File: config.mk
export PLATFORM = sky130hd
export DESIGN_NAME = return_rotate_subtract_exec
export DESIGN_NICKNAME = d
export VERILOG_FILES = /design/src/exec_pkg.sv /design/src/exec_alu.sv /design/src/return_rotate_subtract_exec.sv
export SDC_FILE = /design/constraint.sdc
export NUM_CORES = 1
export LEC_CHECK = 0
export BUFFER_PORTS_ARGS = -buffer_cell sky130_fd_sc_hd__buf_2
export CAP_MARGIN = 25
export CELL_PAD_IN_SITES_DETAIL_PLACEMENT = 1
export CELL_PAD_IN_SITES_GLOBAL_PLACEMENT = 2
export CORE_ASPECT_RATIO = 2
export CORE_MARGIN = 2
export CORE_UTILIZATION = 47
export CTS_CLUSTER_DIAMETER = 50
export DETAILED_ROUTE_END_ITERATION = 6
export PLACE_DENSITY_LB_ADDON = 0.1
export SLEW_MARGIN = 5
export SYNTH_ARGS = -nofsm -noshare
export SYNTH_HDL_FRONTEND = slang
export SYNTH_SLANG_ARGS = --single-unit
File: constraint.sdc
create_clock -name clk -period 8.7 [get_ports clk]
set_clock_uncertainty 0.15 [all_clocks]
set_input_delay 1.74 -clock clk [delete_from_list [all_inputs] [get_ports clk]]
set_output_delay 1.74 -clock clk [all_outputs]
set_load 0.05 [all_outputs]
File: src/exec_pkg.sv
// constants, field layouts and state type for the return/rotate/subtract executor
// assumes a classic wishbone master on the same clock as the core
package exec_pkg;

  localparam int DATA_W = 32;
  localparam int ADR_W = 9;
  localparam int PC_W = 9;
  localparam int LVL_W = 4;
  localparam int STACK_IDX_W = 3;
  localparam int STACK_DEPTH = 8;
  localparam int FILE_N = 64;
  localparam int FADDR_W = 6;
  localparam int OP_W = 3;

  // byte addresses of the wishbone registers
  localparam logic [8:0] OFF_CMD = 9'h000;
  localparam logic [8:0] OFF_STATUS = 9'h004;
  localparam logic [8:0] OFF_WREG = 9'h008;
  localparam logic [8:0] OFF_PC = 9'h00c;
  localparam logic [8:0] OFF_STACK = 9'h010;
  localparam logic [8:0] OFF_FLAGS = 9'h014;
  // adr bit 8 set selects the file register window, index in adr[7:2]
  localparam int FILE_SEL_BIT = 8;
  localparam int FILE_IDX_LSB = 2;

  // command word layout
  localparam int CMD_OP_LSB = 0;
  localparam int CMD_DEST_BIT = 3;
  localparam int CMD_ADDR_LSB = 4;
  localparam int CMD_IMM_LSB = 16;

  // instruction codes in the command word
  localparam logic [2:0] OP_IDLE = 3'h0;
  localparam logic [2:0] OP_POP_LIT = 3'h1;
  localparam logic [2:0] OP_INT_EXIT = 3'h2;
  localparam logic [2:0] OP_SUB_EXIT = 3'h3;
  localparam logic [2:0] OP_ROTL = 3'h4;
  localparam logic [2:0] OP_SUBB = 3'h5;

  // status and flags bit positions (flags register shares c, dc, z, gie)
  localparam int STAT_BUSY = 0;
  localparam int STAT_C = 1;
  localparam int STAT_DC = 2;
  localparam int STAT_Z = 3;
  localparam int STAT_GIE = 4;
  localparam int STAT_LVL_LSB = 8;

  localparam logic [8:0] PC_STEP = 9'h001;
  localparam logic [8:0] PC_RESET = 9'h000;
  localparam logic [3:0] LVL_STEP = 4'h1;
  localparam logic [3:0] LVL_FULL = 4'h8;
  localparam logic [7:0] WREG_RESET = 8'h00;

  typedef enum logic [1:0] {ST_IDLE, ST_EXEC1, ST_EXEC2} exec_state_t;

  function automatic logic [31:0] merge_bytes(input logic [31:0] old_w,
                                               input logic [31:0] new_w,
                                               input logic [3:0] sel);
    logic [31:0] res;
    res = old_w;
    for (int b = 0; b < 4; b++) begin
      if (sel[b]) begin
        res[b*8 +: 8] = new_w[b*8 +: 8];
      end
    end
    return res;
  endfunction

endpackage

File: src/exec_alu.sv
// rotate-left-through-carry and subtract-with-borrow-in datapath
// assumes operands come straight from core flip-flops; purely combinational
`timescale 1ns/1ps
module exec_alu (
  input wire logic [7:0] operand,
  input wire logic [7:0] wreg,
  input wire logic carry_in,
  input wire logic subtract,
  output logic [7:0] result,
  output logic carry_out,
  output logic nibble_out,
  output logic zero
);
  logic [8:0] sum;
  logic [4:0] low;

  always_comb begin
    // file + ~w + c, i.e. two's complement subtract with carry as not-borrow
    sum = {1'b0, operand} + {1'b0, ~wreg} + {8'h00, carry_in};
    low = {1'b0, operand[3:0]} + {1'b0, ~wreg[3:0]} + {4'h0, carry_in};
    if (subtract) begin
      result = sum[7:0];
      carry_out = sum[8];
      nibble_out = low[4];
    end else begin
      result = {operand[6:0], carry_in};
      carry_out = operand[7];
      nibble_out = 1'b0;
    end
    zero = (result == 8'h00);
  end
endmodule // exec_alu

File: src/return_rotate_subtract_exec.sv
// executor for idle, three stack returns, rotate-left and subtract-with-borrow-in
// assumes a classic wishbone master on clk; software issues one command at a time
// Notes on behaviour
// - pop_with_literal writes its 8-bit immediate into the working register.
// - pop_with_literal also loads pc from the stack top, sets global interrupt enable, 2 cycles.
// - interrupt_exit_pop loads pc from the stack top, sets the enable, 2 cycles, flags kept.
// - every return pops a non-empty stack, the level dropping by one in the same cycle that pc takes the top entry.
// - subroutine_exit_pop loads pc from the stack top in 2 cycles, enable and flags kept.
// - rotate-left puts old carry in bit 0, operand bits 6..0 in bits 7..1, bit 7 into carry.
// - rotate-left takes 1 cycle and changes only the carry among the flags.
// - for rotate and subtract, dest bit 0 writes the working register, 1 the file register.
// - subtract computes file + ~working + carry in 1 cycle and updates zero, nibble and carry.
`timescale 1ns/1ps
module return_rotate_subtract_exec (
  input wire logic clk,
  input wire logic rst_n,
  input wire logic cyc_i,
  input wire logic stb_i,
  input wire logic we_i,
  input wire logic [8:0] adr_i,
  input wire logic [3:0] sel_i,
  input wire logic [31:0] dat_i,
  output logic [31:0] dat_o,
  output logic ack_o,
  output logic busy_o
);
  exec_pkg::exec_state_t state_q, state_d;
  logic [31:0] cmd_q, cmd_d;
  logic [7:0] wreg_q, wreg_d;
  logic [8:0] pc_q, pc_d;
  logic c_q, c_d, dc_q, dc_d, z_q, z_d, gie_q, gie_d;
  logic [3:0] lvl_q, lvl_d;
  logic ack_q, ack_d;
  logic [31:0] dat_q, dat_d;
  logic [7:0] file_q [exec_pkg::FILE_N];
  logic [8:0] stack_q [exec_pkg::STACK_DEPTH];

  logic file_we, stack_we;
  logic [5:0] file_widx;
  logic [7:0] file_wval;
  logic [2:0] stack_widx, top_idx;
  logic [8:0] stack_wval, top_val;
  logic [2:0] op;
  logic dest;
  logic [5:0] faddr;
  logic [7:0] imm, operand;
  logic [7:0] alu_res;
  logic alu_c, alu_dc, alu_z;
  logic req, wr_ok;
  logic [31:0] rd_word, wr_word;
  logic [5:0] bus_fidx;

  assign op = cmd_q[exec_pkg::CMD_OP_LSB +: exec_pkg::OP_W];
  assign dest = cmd_q[exec_pkg::CMD_DEST_BIT];
  assign faddr = cmd_q[exec_pkg::CMD_ADDR_LSB +: exec_pkg::FADDR_W];
  assign imm = cmd_q[exec_pkg::CMD_IMM_LSB +: 8];
  assign operand = file_q[faddr];
  // empty stack pops entry 0 and stays at level 0
  assign top_idx = (lvl_q == '0) ? '0 : 3'(lvl_q - exec_pkg::LVL_STEP);
  assign top_val = stack_q[top_idx];
  assign req = cyc_i & stb_i;
  // writes land on the edge where the master samples ack
  assign wr_ok = req & we_i & ack_q;
  assign bus_fidx = adr_i[exec_pkg::FILE_IDX_LSB +: exec_pkg::FADDR_W];
  assign busy_o = (state_q != exec_pkg::ST_IDLE);
  assign ack_o = ack_q;
  assign dat_o = dat_q;

  exec_alu alu_u (
    .operand(operand),
    .wreg(wreg_q),
    .carry_in(c_q),
    .subtract(op == exec_pkg::OP_SUBB),
    .result(alu_res),
    .carry_out(alu_c),
    .nibble_out(alu_dc),
    .zero(alu_z)
  );

  // read mux
  always_comb begin
    rd_word = '0;
    if (adr_i[exec_pkg::FILE_SEL_BIT]) begin
      rd_word[7:0] = file_q[bus_fidx];
    end else begin
      case (adr_i)
        exec_pkg::OFF_CMD: rd_word = cmd_q;
        exec_pkg::OFF_STATUS: begin
          rd_word[exec_pkg::STAT_BUSY] = busy_o;
          rd_word[exec_pkg::STAT_C] = c_q;
          rd_word[exec_pkg::STAT_DC] = dc_q;
          rd_word[exec_pkg::STAT_Z] = z_q;
          rd_word[exec_pkg::STAT_GIE] = gie_q;
          rd_word[exec_pkg::STAT_LVL_LSB +: exec_pkg::LVL_W] = lvl_q;
        end
        exec_pkg::OFF_WREG: rd_word[7:0] = wreg_q;
        exec_pkg::OFF_PC: rd_word[8:0] = pc_q;
        exec_pkg::OFF_STACK: rd_word[8:0] = top_val;
        exec_pkg::OFF_FLAGS: begin
          rd_word[exec_pkg::STAT_C] = c_q;
          rd_word[exec_pkg::STAT_DC] = dc_q;
          rd_word[exec_pkg::STAT_Z] = z_q;
          rd_word[exec_pkg::STAT_GIE] = gie_q;
        end
        default: rd_word = '0;
      endcase
    end
    wr_word = exec_pkg::merge_bytes(rd_word, dat_i, sel_i);
  end

  // bus handshake: ack one cycle after the request, dropped the cycle after
  always_comb begin
    ack_d = req & ~ack_q;
    dat_d = ack_d ? rd_word : dat_q;
  end

  always_ff @(posedge clk or negedge rst_n) begin
    if (!rst_n) begin
      ack_q <= 1'b0;
      dat_q <= '0;
    end else begin
      ack_q <= ack_d;
      dat_q <= dat_d;
    end
  end

  // core next state
  always_comb begin
    state_d = state_q;
    cmd_d = cmd_q;
    wreg_d = wreg_q;
    pc_d = pc_q;
    c_d = c_q;
    dc_d = dc_q;
    z_d = z_q;
    gie_d = gie_q;
    lvl_d = lvl_q;
    file_we = 1'b0;
    file_widx = faddr;
    file_wval = alu_res;
    stack_we = 1'b0;
    stack_widx = lvl_q[2:0];
    stack_wval = wr_word[8:0];
    case (state_q)
      exec_pkg::ST_IDLE: begin
        // state writes are ignored while a command runs, so only here
        if (wr_ok) begin
          if (adr_i[exec_pkg::FILE_SEL_BIT]) begin
            file_we = 1'b1;
            file_widx = bus_fidx;
            file_wval = wr_word[7:0];
          end else begin
            case (adr_i)
              exec_pkg::OFF_CMD: begin
                cmd_d = wr_word;
                state_d = exec_pkg::ST_EXEC1;
              end
              exec_pkg::OFF_WREG: wreg_d = wr_word[7:0];
              exec_pkg::OFF_PC: pc_d = wr_word[8:0];
              exec_pkg::OFF_STACK: begin
                // a full stack refuses the push
                if (lvl_q != exec_pkg::LVL_FULL) begin
                  stack_we = 1'b1;
                  lvl_d = lvl_q + exec_pkg::LVL_STEP;
                end
              end
              exec_pkg::OFF_FLAGS: begin
                c_d = wr_word[exec_pkg::STAT_C];
                dc_d = wr_word[exec_pkg::STAT_DC];
                z_d = wr_word[exec_pkg::STAT_Z];
                gie_d = wr_word[exec_pkg::STAT_GIE];
              end
              default: state_d = exec_pkg::ST_IDLE;
            endcase
          end
        end
      end
      exec_pkg::ST_EXEC1: begin
        state_d = exec_pkg::ST_IDLE;
        case (op)
          exec_pkg::OP_POP_LIT, exec_pkg::OP_INT_EXIT, exec_pkg::OP_SUB_EXIT: begin
            state_d = exec_pkg::ST_EXEC2;
          end
          exec_pkg::OP_ROTL: begin
            pc_d = pc_q + exec_pkg::PC_STEP;
            c_d = alu_c;
            if (dest) begin
              file_we = 1'b1;
            end else begin
              wreg_d = alu_res;
            end
          end
          exec_pkg::OP_SUBB: begin
            pc_d = pc_q + exec_pkg::PC_STEP;
            c_d = alu_c;
            dc_d = alu_dc;
            z_d = alu_z;
            if (dest) begin
              file_we = 1'b1;
            end else begin
              wreg_d = alu_res;
            end
          end
          // idle and unknown codes only step pc
          default: pc_d = pc_q + exec_pkg::PC_STEP;
        endcase
      end
      exec_pkg::ST_EXEC2: begin
        state_d = exec_pkg::ST_IDLE;
        pc_d = top_val;
        if (lvl_q != '0) begin
          lvl_d = lvl_q - exec_pkg::LVL_STEP;
        end
        if (op == exec_pkg::OP_POP_LIT) begin
          wreg_d = imm;
        end
        if (op != exec_pkg::OP_SUB_EXIT) begin
          gie_d = 1'b1;
        end
      end
      default: state_d = exec_pkg::ST_IDLE;
    endcase
  end

  always_ff @(posedge clk or negedge rst_n) begin
    if (!rst_n) begin
      state_q <= exec_pkg::ST_IDLE;
      cmd_q <= '0;
      wreg_q <= exec_pkg::WREG_RESET;
      pc_q <= exec_pkg::PC_RESET;
      c_q <= 1'b0;
      dc_q <= 1'b0;
      z_q <= 1'b0;
      gie_q <= 1'b0;
      lvl_q <= '0;
    end else begin
      state_q <= state_d;
      cmd_q <= cmd_d;
      wreg_q <= wreg_d;
      pc_q <= pc_d;
      c_q <= c_d;
      dc_q <= dc_d;
      z_q <= z_d;
      gie_q <= gie_d;
      lvl_q <= lvl_d;
    end
  end

  // file registers and stack entries, no reset: contents undefined until written
  for (genvar gi = 0; gi < exec_pkg::FILE_N; gi++) begin : g_file
    always_ff @(posedge clk) begin
      if (file_we && file_widx == 6'(gi)) begin
        file_q[gi] <= file_wval;
      end
    end
  end

  for (genvar gs = 0; gs < exec_pkg::STACK_DEPTH; gs++) begin : g_stack
    always_ff @(posedge clk) begin
      if (stack_we && stack_widx == 3'(gs)) begin
        stack_q[gs] <= stack_wval;
      end
    end
  end

  // checks
  logic [7:0] sub_ref;
  assign sub_ref = 8'(operand + ~wreg_q + {7'h00, c_q});

  a_idle_step: assert property (@(posedge clk) disable iff (!rst_n)
    (state_q == exec_pkg::ST_EXEC1 && op == exec_pkg::OP_IDLE) |=>
      (pc_q == 9'($past(pc_q) + exec_pkg::PC_STEP)) && $stable(wreg_q) && $stable(c_q)
      && $stable(z_q) && $stable(gie_q) && state_q == exec_pkg::ST_IDLE)
    else $error("idle instruction changed more than pc");

  a_literal_load: assert property (@(posedge clk) disable iff (!rst_n)
    (state_q == exec_pkg::ST_EXEC2 && op == exec_pkg::OP_POP_LIT) |=>
      (wreg_q == $past(imm)) && gie_q && pc_q == $past(top_val))
    else $error("literal return did not load working register and pc");

  a_return_length: assert property (@(posedge clk) disable iff (!rst_n)
    (state_q == exec_pkg::ST_EXEC1 && (op == exec_pkg::OP_POP_LIT
      || op == exec_pkg::OP_INT_EXIT || op == exec_pkg::OP_SUB_EXIT)) |=>
      state_q == exec_pkg::ST_EXEC2 ##1 state_q == exec_pkg::ST_IDLE)
    else $error("return did not take two cycles");

  a_int_exit: assert property (@(posedge clk) disable iff (!rst_n)
    (state_q == exec_pkg::ST_EXEC2 && op == exec_pkg::OP_INT_EXIT) |=>
      gie_q && $stable(c_q) && $stable(dc_q) && $stable(z_q) && $stable(wreg_q))
    else $error("interrupt exit wrong enable or flags");

  a_stack_pop: assert property (@(posedge clk) disable iff (!rst_n)
    (state_q == exec_pkg::ST_EXEC2 && lvl_q != '0) |=>
      lvl_q == 4'($past(lvl_q) - exec_pkg::LVL_STEP))
    else $error("return did not pop the stack");

  a_sub_exit: assert property (@(posedge clk) disable iff (!rst_n)
    (state_q == exec_pkg::ST_EXEC2 && op == exec_pkg::OP_SUB_EXIT) |=>
      $stable(gie_q) && $stable(c_q) && $stable(z_q) && pc_q == $past(top_val))
    else $error("subroutine exit touched enable or flags");

  a_rotate_value: assert property (@(posedge clk) disable iff (!rst_n)
    (state_q == exec_pkg::ST_EXEC1 && op == exec_pkg::OP_ROTL && !dest) |=>
      wreg_q == {$past(operand[6:0]), $past(c_q)} && c_q == $past(operand[7]))
    else $error("rotate result wrong");

  a_rotate_flags: assert property (@(posedge clk) disable iff (!rst_n)
    (state_q == exec_pkg::ST_EXEC1 && op == exec_pkg::OP_ROTL) |=>
      $stable(z_q) && $stable(dc_q) && $stable(gie_q) && state_q == exec_pkg::ST_IDLE)
    else $error("rotate changed other flags or ran long");

  a_dest_file: assert property (@(posedge clk) disable iff (!rst_n)
    (state_q == exec_pkg::ST_EXEC1 && dest
      && (op == exec_pkg::OP_ROTL || op == exec_pkg::OP_SUBB)) |=>
      $stable(wreg_q) && file_q[$past(faddr)] == $past(alu_res))
    else $error("file destination not honoured");

  a_subtract_value: assert property (@(posedge clk) disable iff (!rst_n)
    (state_q == exec_pkg::ST_EXEC1 && op == exec_pkg::OP_SUBB && !dest) |=>
      wreg_q == $past(sub_ref) && z_q == ($past(sub_ref) == 8'h00)
      && state_q == exec_pkg::ST_IDLE)
    else $error("subtract result or zero flag wrong");

endmodule // return_rotate_subtract_exec

After elaboration in Yosys (flattened, before gate mapping):

Memories as Yosys holds them, arrays and structs flattened.
Cells that the tools add are included.

* equality and inequality tests: 99
* order comparisons: 0
* div/mod/pow operators: 0
* bitwise logic cells: 8
* multiply operators: 0
* add/sub/neg operators: 7
* shift operators: 0
* reductions and logical operators: 165
* mux-type cells: 428

Operators by type and width (number)
* $mux W8: 78
* $reduce_or A8 Y1: 63
* $mux W6: 66
* $mux W1: 240
* $eq A6 B6 Y1 const B: 32
* $mux W9: 11
* $eq A6 B5 Y1 const B: 16
* $logic_and A1 B1 Y1: 72
* $reduce_or A9 Y1: 7
* $eq A6 B4 Y1 const B: 8
* $pmux W9 S3: 1
* $eq A6 B3 Y1 const B: 4
* $mux W24: 1
* $mux W3: 8
* $pmux W8 S3: 1
* $mux W20: 1
* $mux W4: 5
* $ne A2 B2 Y1 const B: 10
* $pmux W4 S5: 1
* $reduce_and A5 Y1: 4
* $eq A3 B3 Y1 const B: 6
* $eq A9 B4 Y1 const B: 2
* $eq A9 B5 Y1 const B: 2
* $eq A3 B2 Y1 const B: 4
* other kinds (44): 64

* memories kept: 2
* logic and storage cells: 720
* ROM bits: 0
* bits in registers: 92
* bits in latches: 0
* RAM bits: 584

Memories
* file_q: words 64, width 8, rd ports 2, clocked after memory_dff 0, wr ports 1, RTL line return_rotate_subtract_exec.sv:35 `logic [7:0] file_q [exec_pkg::FILE_N];`
* stack_q: words 8, width 9, rd ports 1, clocked after memory_dff 0, wr ports 1, RTL line return_rotate_subtract_exec.sv:36 `logic [8:0] stack_q [exec_pkg::STACK_DEPTH];`

Depth between registers and ports, before layout:

* word-level depth: 73
* mapped depth: 22
* gate-level depth less buffers: 17

Modules after synthesis:

A second synthesis with hierarchy kept.

* cell total of the unflattened synthesis: 2050
* area total of the unflattened synthesis: 32989.1 sq um

Modules (own cells, without submodules)
* return_rotate_subtract_exec: cells an instance 1972, instances 1, area an instance 32398.6 sq um, seq. area each 19839.0 sq um
* exec_alu: cells an instance 78, instances 1, area an instance 590.6 sq um, seq. area each 0.0 sq um

Worst setup path before layout:

No wires, ideal clock.

* path type: in2reg
* from: input adr_i[5]
* to: memory file_q[0][0] (data pin)
* slack: 1.895 ns
* stages: 8
* data arrival time: 5.953 ns
* library setup time: 0.702 ns
* path buffers: 1
* data required time: 7.848 ns
* cells stage by stage: or3_1 > or4_1 > buf_2 > nor2_1 > nand2_1 > o2111ai_1 > o31ai_2 > o21ai_0

* word-level cells in the longest chain between the ends: 70
* elaborated cells between the ends (all ways): 388
* classes of those cells: eq/ne: 66; mux: 196; reduce/logical: 125; memory: 1

Ends and longest elaborated chain
* start: declaration: RTL line return_rotate_subtract_exec.sv:20 `input wire logic [8:0] adr_i,`
* branches (longest 2 deep; another with $mem_v2 Z64 W8)
* $mux W8 (*): RTL line return_rotate_subtract_exec.sv:83 `if (adr_i[exec_pkg::FILE_SEL_BIT]) begin`
* $mux W8 (*): RTL line exec_pkg.sv:62 `if (sel[b]) begin`
* $mux W8 (*): RTL line return_rotate_subtract_exec.sv:148 `if (adr_i[exec_pkg::FILE_SEL_BIT]) begin`
* $mux W8 (*): RTL line return_rotate_subtract_exec.sv:147 `if (wr_ok) begin`
* $mux W8 (*): RTL line return_rotate_subtract_exec.sv:144 `case (state_q)`
* net file_wval[0]: RTL line return_rotate_subtract_exec.sv:40 `logic [7:0] file_wval;`
* $mux W8 (no line) (62 in series)
* $mux W8 (no line) (*)
* end: declaration: RTL line return_rotate_subtract_exec.sv:35

Mark *: on every way through the listed nets, which the timed path passes.

Worst setup path in the final report:

* from: register cmd_q[4]
* to: memory file_q[52][6] (data pin)

* word-level cells in the longest chain between the ends: 70
* elaborated cells between the ends (all ways): 383
* classes of those cells: add/sub: 2; eq/ne: 62; mux: 194; reduce/logical: 124; memory: 1

Ends and longest elaborated chain
* start: declaration: RTL line return_rotate_subtract_exec.sv:28 `logic [31:0] cmd_q, cmd_d;`
* start signal: assignment: RTL line return_rotate_subtract_exec.sv:238 `cmd_q <= cmd_d;`
* $mem_v2 Z64 W8 (*)
* $add A8 B8 Y9: RTL line exec_alu.sv:19 `sum = {1'b0, operand} + {1'b0, ~wreg} + {8'h00, carry_in};`
* $add A9 B1 Y9: RTL line exec_alu.sv:19
* $mux W8 (*): RTL line exec_alu.sv:21 `if (subtract) begin`
* $mux W8: RTL line return_rotate_subtract_exec.sv:148
* $mux W8: RTL line return_rotate_subtract_exec.sv:147
* $mux W8 (*): RTL line return_rotate_subtract_exec.sv:144
* net file_wval[6]: RTL line return_rotate_subtract_exec.sv:40
* $mux W8 (no line) (62 in series)
* $mux W8 (no line) (*)

Mark *: on every way through the listed nets, which the timed path passes. The rest lies on a longest branch.

==> flow_metrics.py <==
metrics = {
    "run_status": {
        "outcome": "completed",
    },
    "finish": {
        "final_common_cell": "edfxtp_1",
        "fin_util_pct": 52.9,
        "multiInputGateArea_sq_um": 12200,
        "area_delta_synth_final_pct": 11.6,
        "layout_common_cells": "584 x edfxtp_1, 232 x mux4_2, 182 x nand2_1",
        "drive_gt1_share_pct": 26.2,
        "fillers": 6534,
        "nets": 2299,
        "seq_area_sq_um": 19900,
    },
    "clock_tree": {
        "cts.clk_slew.worst_paths_ns": 0.07,
        "postCtsHoldBufs": 0,
        "cts_resized": 0,
        "numCtsBuffers": 61,
        "cts_sinks": 676,
        "cts.path.max_buffers": 3,
        "cts_tree": "built",
        "htree_num_levels": 2,
        "cts_setup_buffers": 0,
        "clock-root-buffer": "clkbuf_16",
        "clk_latency_ns": 0.67,
    },
    "sta": {
        "fin_tns_setup_ns": 0,
        "min_period_ns": 6.43,
        "tightest_slew_ns": 1.21,
        "slew_viol_final": 0,
        "setup_viol": 0,
        "hold_viol": 0,
        "holdWs_ns": 0.314,
        "rsz0062_at_grt": "false",
        "final.setup.worst_slack_ns": 2.27,
        "period_share_pct": 73.9,
        "fmax_ghz": 0.156,
        "max_slew_margin_pct": 19.3,
    },
    "synthesis": {
        "avgSynthCellArea_sq_um": 15.5,
        "async_flop_share_pct": 13.6,
        "syn_inst": 2118,
        "netlist_area_sq_um": 32900,
        "synth_top_area_share_pct": 53.3,
        "syn-num-nets": 2190,
        "seq_area_frac_synth_pct": 60.3,
        "yosys_most_used_dff": "edfxtp_1",
        "yosysTopAreaCell": "edfxtp_1",
        "synth_cell_types": 78,
        "synth-edff-count": 584,
        "synth_area_leaders": "edfxtp_1 53%, mux4_2 16%, dfrtp_1 7.0%, mux2i_1 3.3%, nand2_1 2.1%",
        "ys_ff_latch": 676,
        "synth_warnings": 0,
    },
    "pwr": {
        "peakVddDrop_mv": 0.197,
        "swShare_pct": 22.9,
        "power.internal_uw": 5150,
        "p_comb_share_pct": 5.4,
        "powerDensity_nw_per_um2": 182,
        "seq_power_share_pct": 52.7,
        "switching_power_uw": 1530,
        "leakage_uw": 0.0127,
        "p_clk_share_pct": 41.8,
    },
    "drt": {
        "drt_iter0_drc": 2437,
        "wl_um": 113000,
        "drc": 0,
        "wl_per_cell_um": 35.6,
        "ant_nets": 0,
        "vias": 21228,
        "via_per_inst": 6.67,
        "drt_first_pass_iters": 5,
    },
    "die": {
        "dieArea_sq_um": 72200,
        "die_y_um": 378,
        "ioPinCount": 84,
        "rows": 137,
        "initial_core_util_pct": 47.4,
        "fp.coreArea_sq_um": 69400,
        "die_w_um": 191,
    },
    "critical_path": {
        "critPathMaxFanout": 64,
        "path_delay_family": "multiplexers",
        "cp_slowest_stage_delay_ns": 0.84,
        "worstPathRequired_ns": 8.85,
        "crit_path_end_kind": "flop",
        "path_buf_inv": 3,
        "start_kind": "flop",
        "crit_arrival_ns": 6.58,
        "path_cells": "mux4_2 -> mux4_2 -> mux2i_1 -> a22oi_1 -> inv_1 -> fa_1 -> inv_1 -> fa_1 -> a21o_1 -> a21oi_1 -> o21bai_1 -> a21oi_1 -> mux2i_1 -> a41oi_4 -> buf_4",
        "cp_slowest_cell": "dfrtp_4",
        "critPathKind": "reg2reg",
    },
    "placement": {
        "hpwl_um": 77400,
        "post-place-ws_ns": 2.08,
        "gp_congestion": 0.921,
        "io_buffer_count": 83,
    },
    "global_route": {
        "grt_pass1_vias": 21611,
        "grt_usage_pct": 32.0,
        "grt-ovfl-total": 0,
        "grt_pass1_wl_um": 162000,
        "grt_max_degree": 82,
        "antenna_found_initial": 5,
    },
    "min_path": {
        "worstHoldPathType": "reg2reg",
    },
    "flow_run": {
        "timing.max_cap.violations": 0,
    },
}
[state kept, by name, indices dropped and copies added, names as in the netlist]
name     count
z_q          1
state_q      2
wreg_q       8
c_q          1
dc_q         1
pc_q         9
file_q     512
dat_o       32
lvl_q        4
ack_o        1
cmd_q       32
gie_q        1
stack_q     72
[power by group through the flow]
stage	logic (uW)	clock network, uW	registers [uW]
5_1_grt	381	2930	3520
6_report	363	2800	3520
3_3_place_gp	354	0	3590
4_1_cts	360	2820	3520
3_5_place_dp	359	0	3590
2_1_floorplan	196	0	3610
[synth_stat cells, drive strengths merged, types with 14 or more instances]
cell / count
a211oi: 21
a21oi: 50
a221oi: 25
a22o: 15
a22oi: 27
a31oi: 19
and2: 14
buf: 81
clkbuf: 66
dfrtp: 92
edfxtp: 584
ha: 20
inv: 32
mux2: 37
mux2i: 109
mux4: 244
nand2: 183
nand3: 57
nor2: 124
nor2b: 37
nor3: 14
o21ai: 62
o22ai: 16
o31ai: 18
or2: 17
[area by class of cell]
cell class / count / share of cell area (%)
Multi-Input combinational cell: 1260 / 33.3
Tap cell: 903 / 3.08
Clock buffer: 77 / 4.47
Clock inverter: 38 / 0.988
Inverter: 35 / 0.358
Timing Repair Buffer: 193 / 3.75
Antenna cell: 2 / 0.0136
Sequential cell: 676 / 54.1
[routing by layer]
metal	up-vias	part of all wire (%)	GRT usage, %
li1	8738	-	-
met1	11254	40	44.8
met2	1011	47	50.6
met3	221	7.9	4.61
met4	4	4.8	12.9
met5	-	0.020	0
[final timing paths]
check | depth (start not counted) | end | slack [ns] | start
max in group asynchronous | 2 | dat_o[25] | 6.29 | rst_n
max | 15 | file_q[52][6] | 2.27 | cmd_q[4]
max reg2reg | 15 | file_q[52][6] | 2.27 | cmd_q[4]
min in group asynchronous | 1 | dat_o[8] | 0.92 | rst_n
min | 2 | dat_o[16] | 0.31 | dat_o[16]
min reg2reg | 2 | dat_o[16] | 0.31 | dat_o[16]
[metrics by stage]
step / cell area [sq um] / total power (uW) / cells
2_1_floorplan: 32900 / 3810 / 2118
3_3_place_gp: 34400 / 3950 / 3037
3_5_place_dp: 34600 / 3950 / 3059
4_1_cts: 36600 / 6700 / 3174
5_1_grt: 36700 / 6830 / 3182
6_report: 36700 / 6680 / 3184
[logic make-up (layout without fill, tap and decap cells)]
| group | after synthesis | count (layout) | share of synthesized area, % |
|---|---|---|---|
| fa+ha+maj | 22 | 22 | 0.883 |
| simple gates | 502 | 502 | 7.06 |
| mux | 390 | 390 | 21.4 |
| flops | 676 | 676 | 60.3 |
| buf+inv | 182 | 343 | 2.86 |
| xor+xnor | 15 | 15 | 0.400 |
| compound gates | 331 | 331 | 7.02 |
| other cells | 0 | 2 | 0 |
[worst min-delay path, stage by stage, from the launching register on]
cell and delay [ns]:
dfrtp_1 0.34, nand2_1 0.05, nand2_1 0.05
No activity file was read; power rests on OpenSTA's default activity.
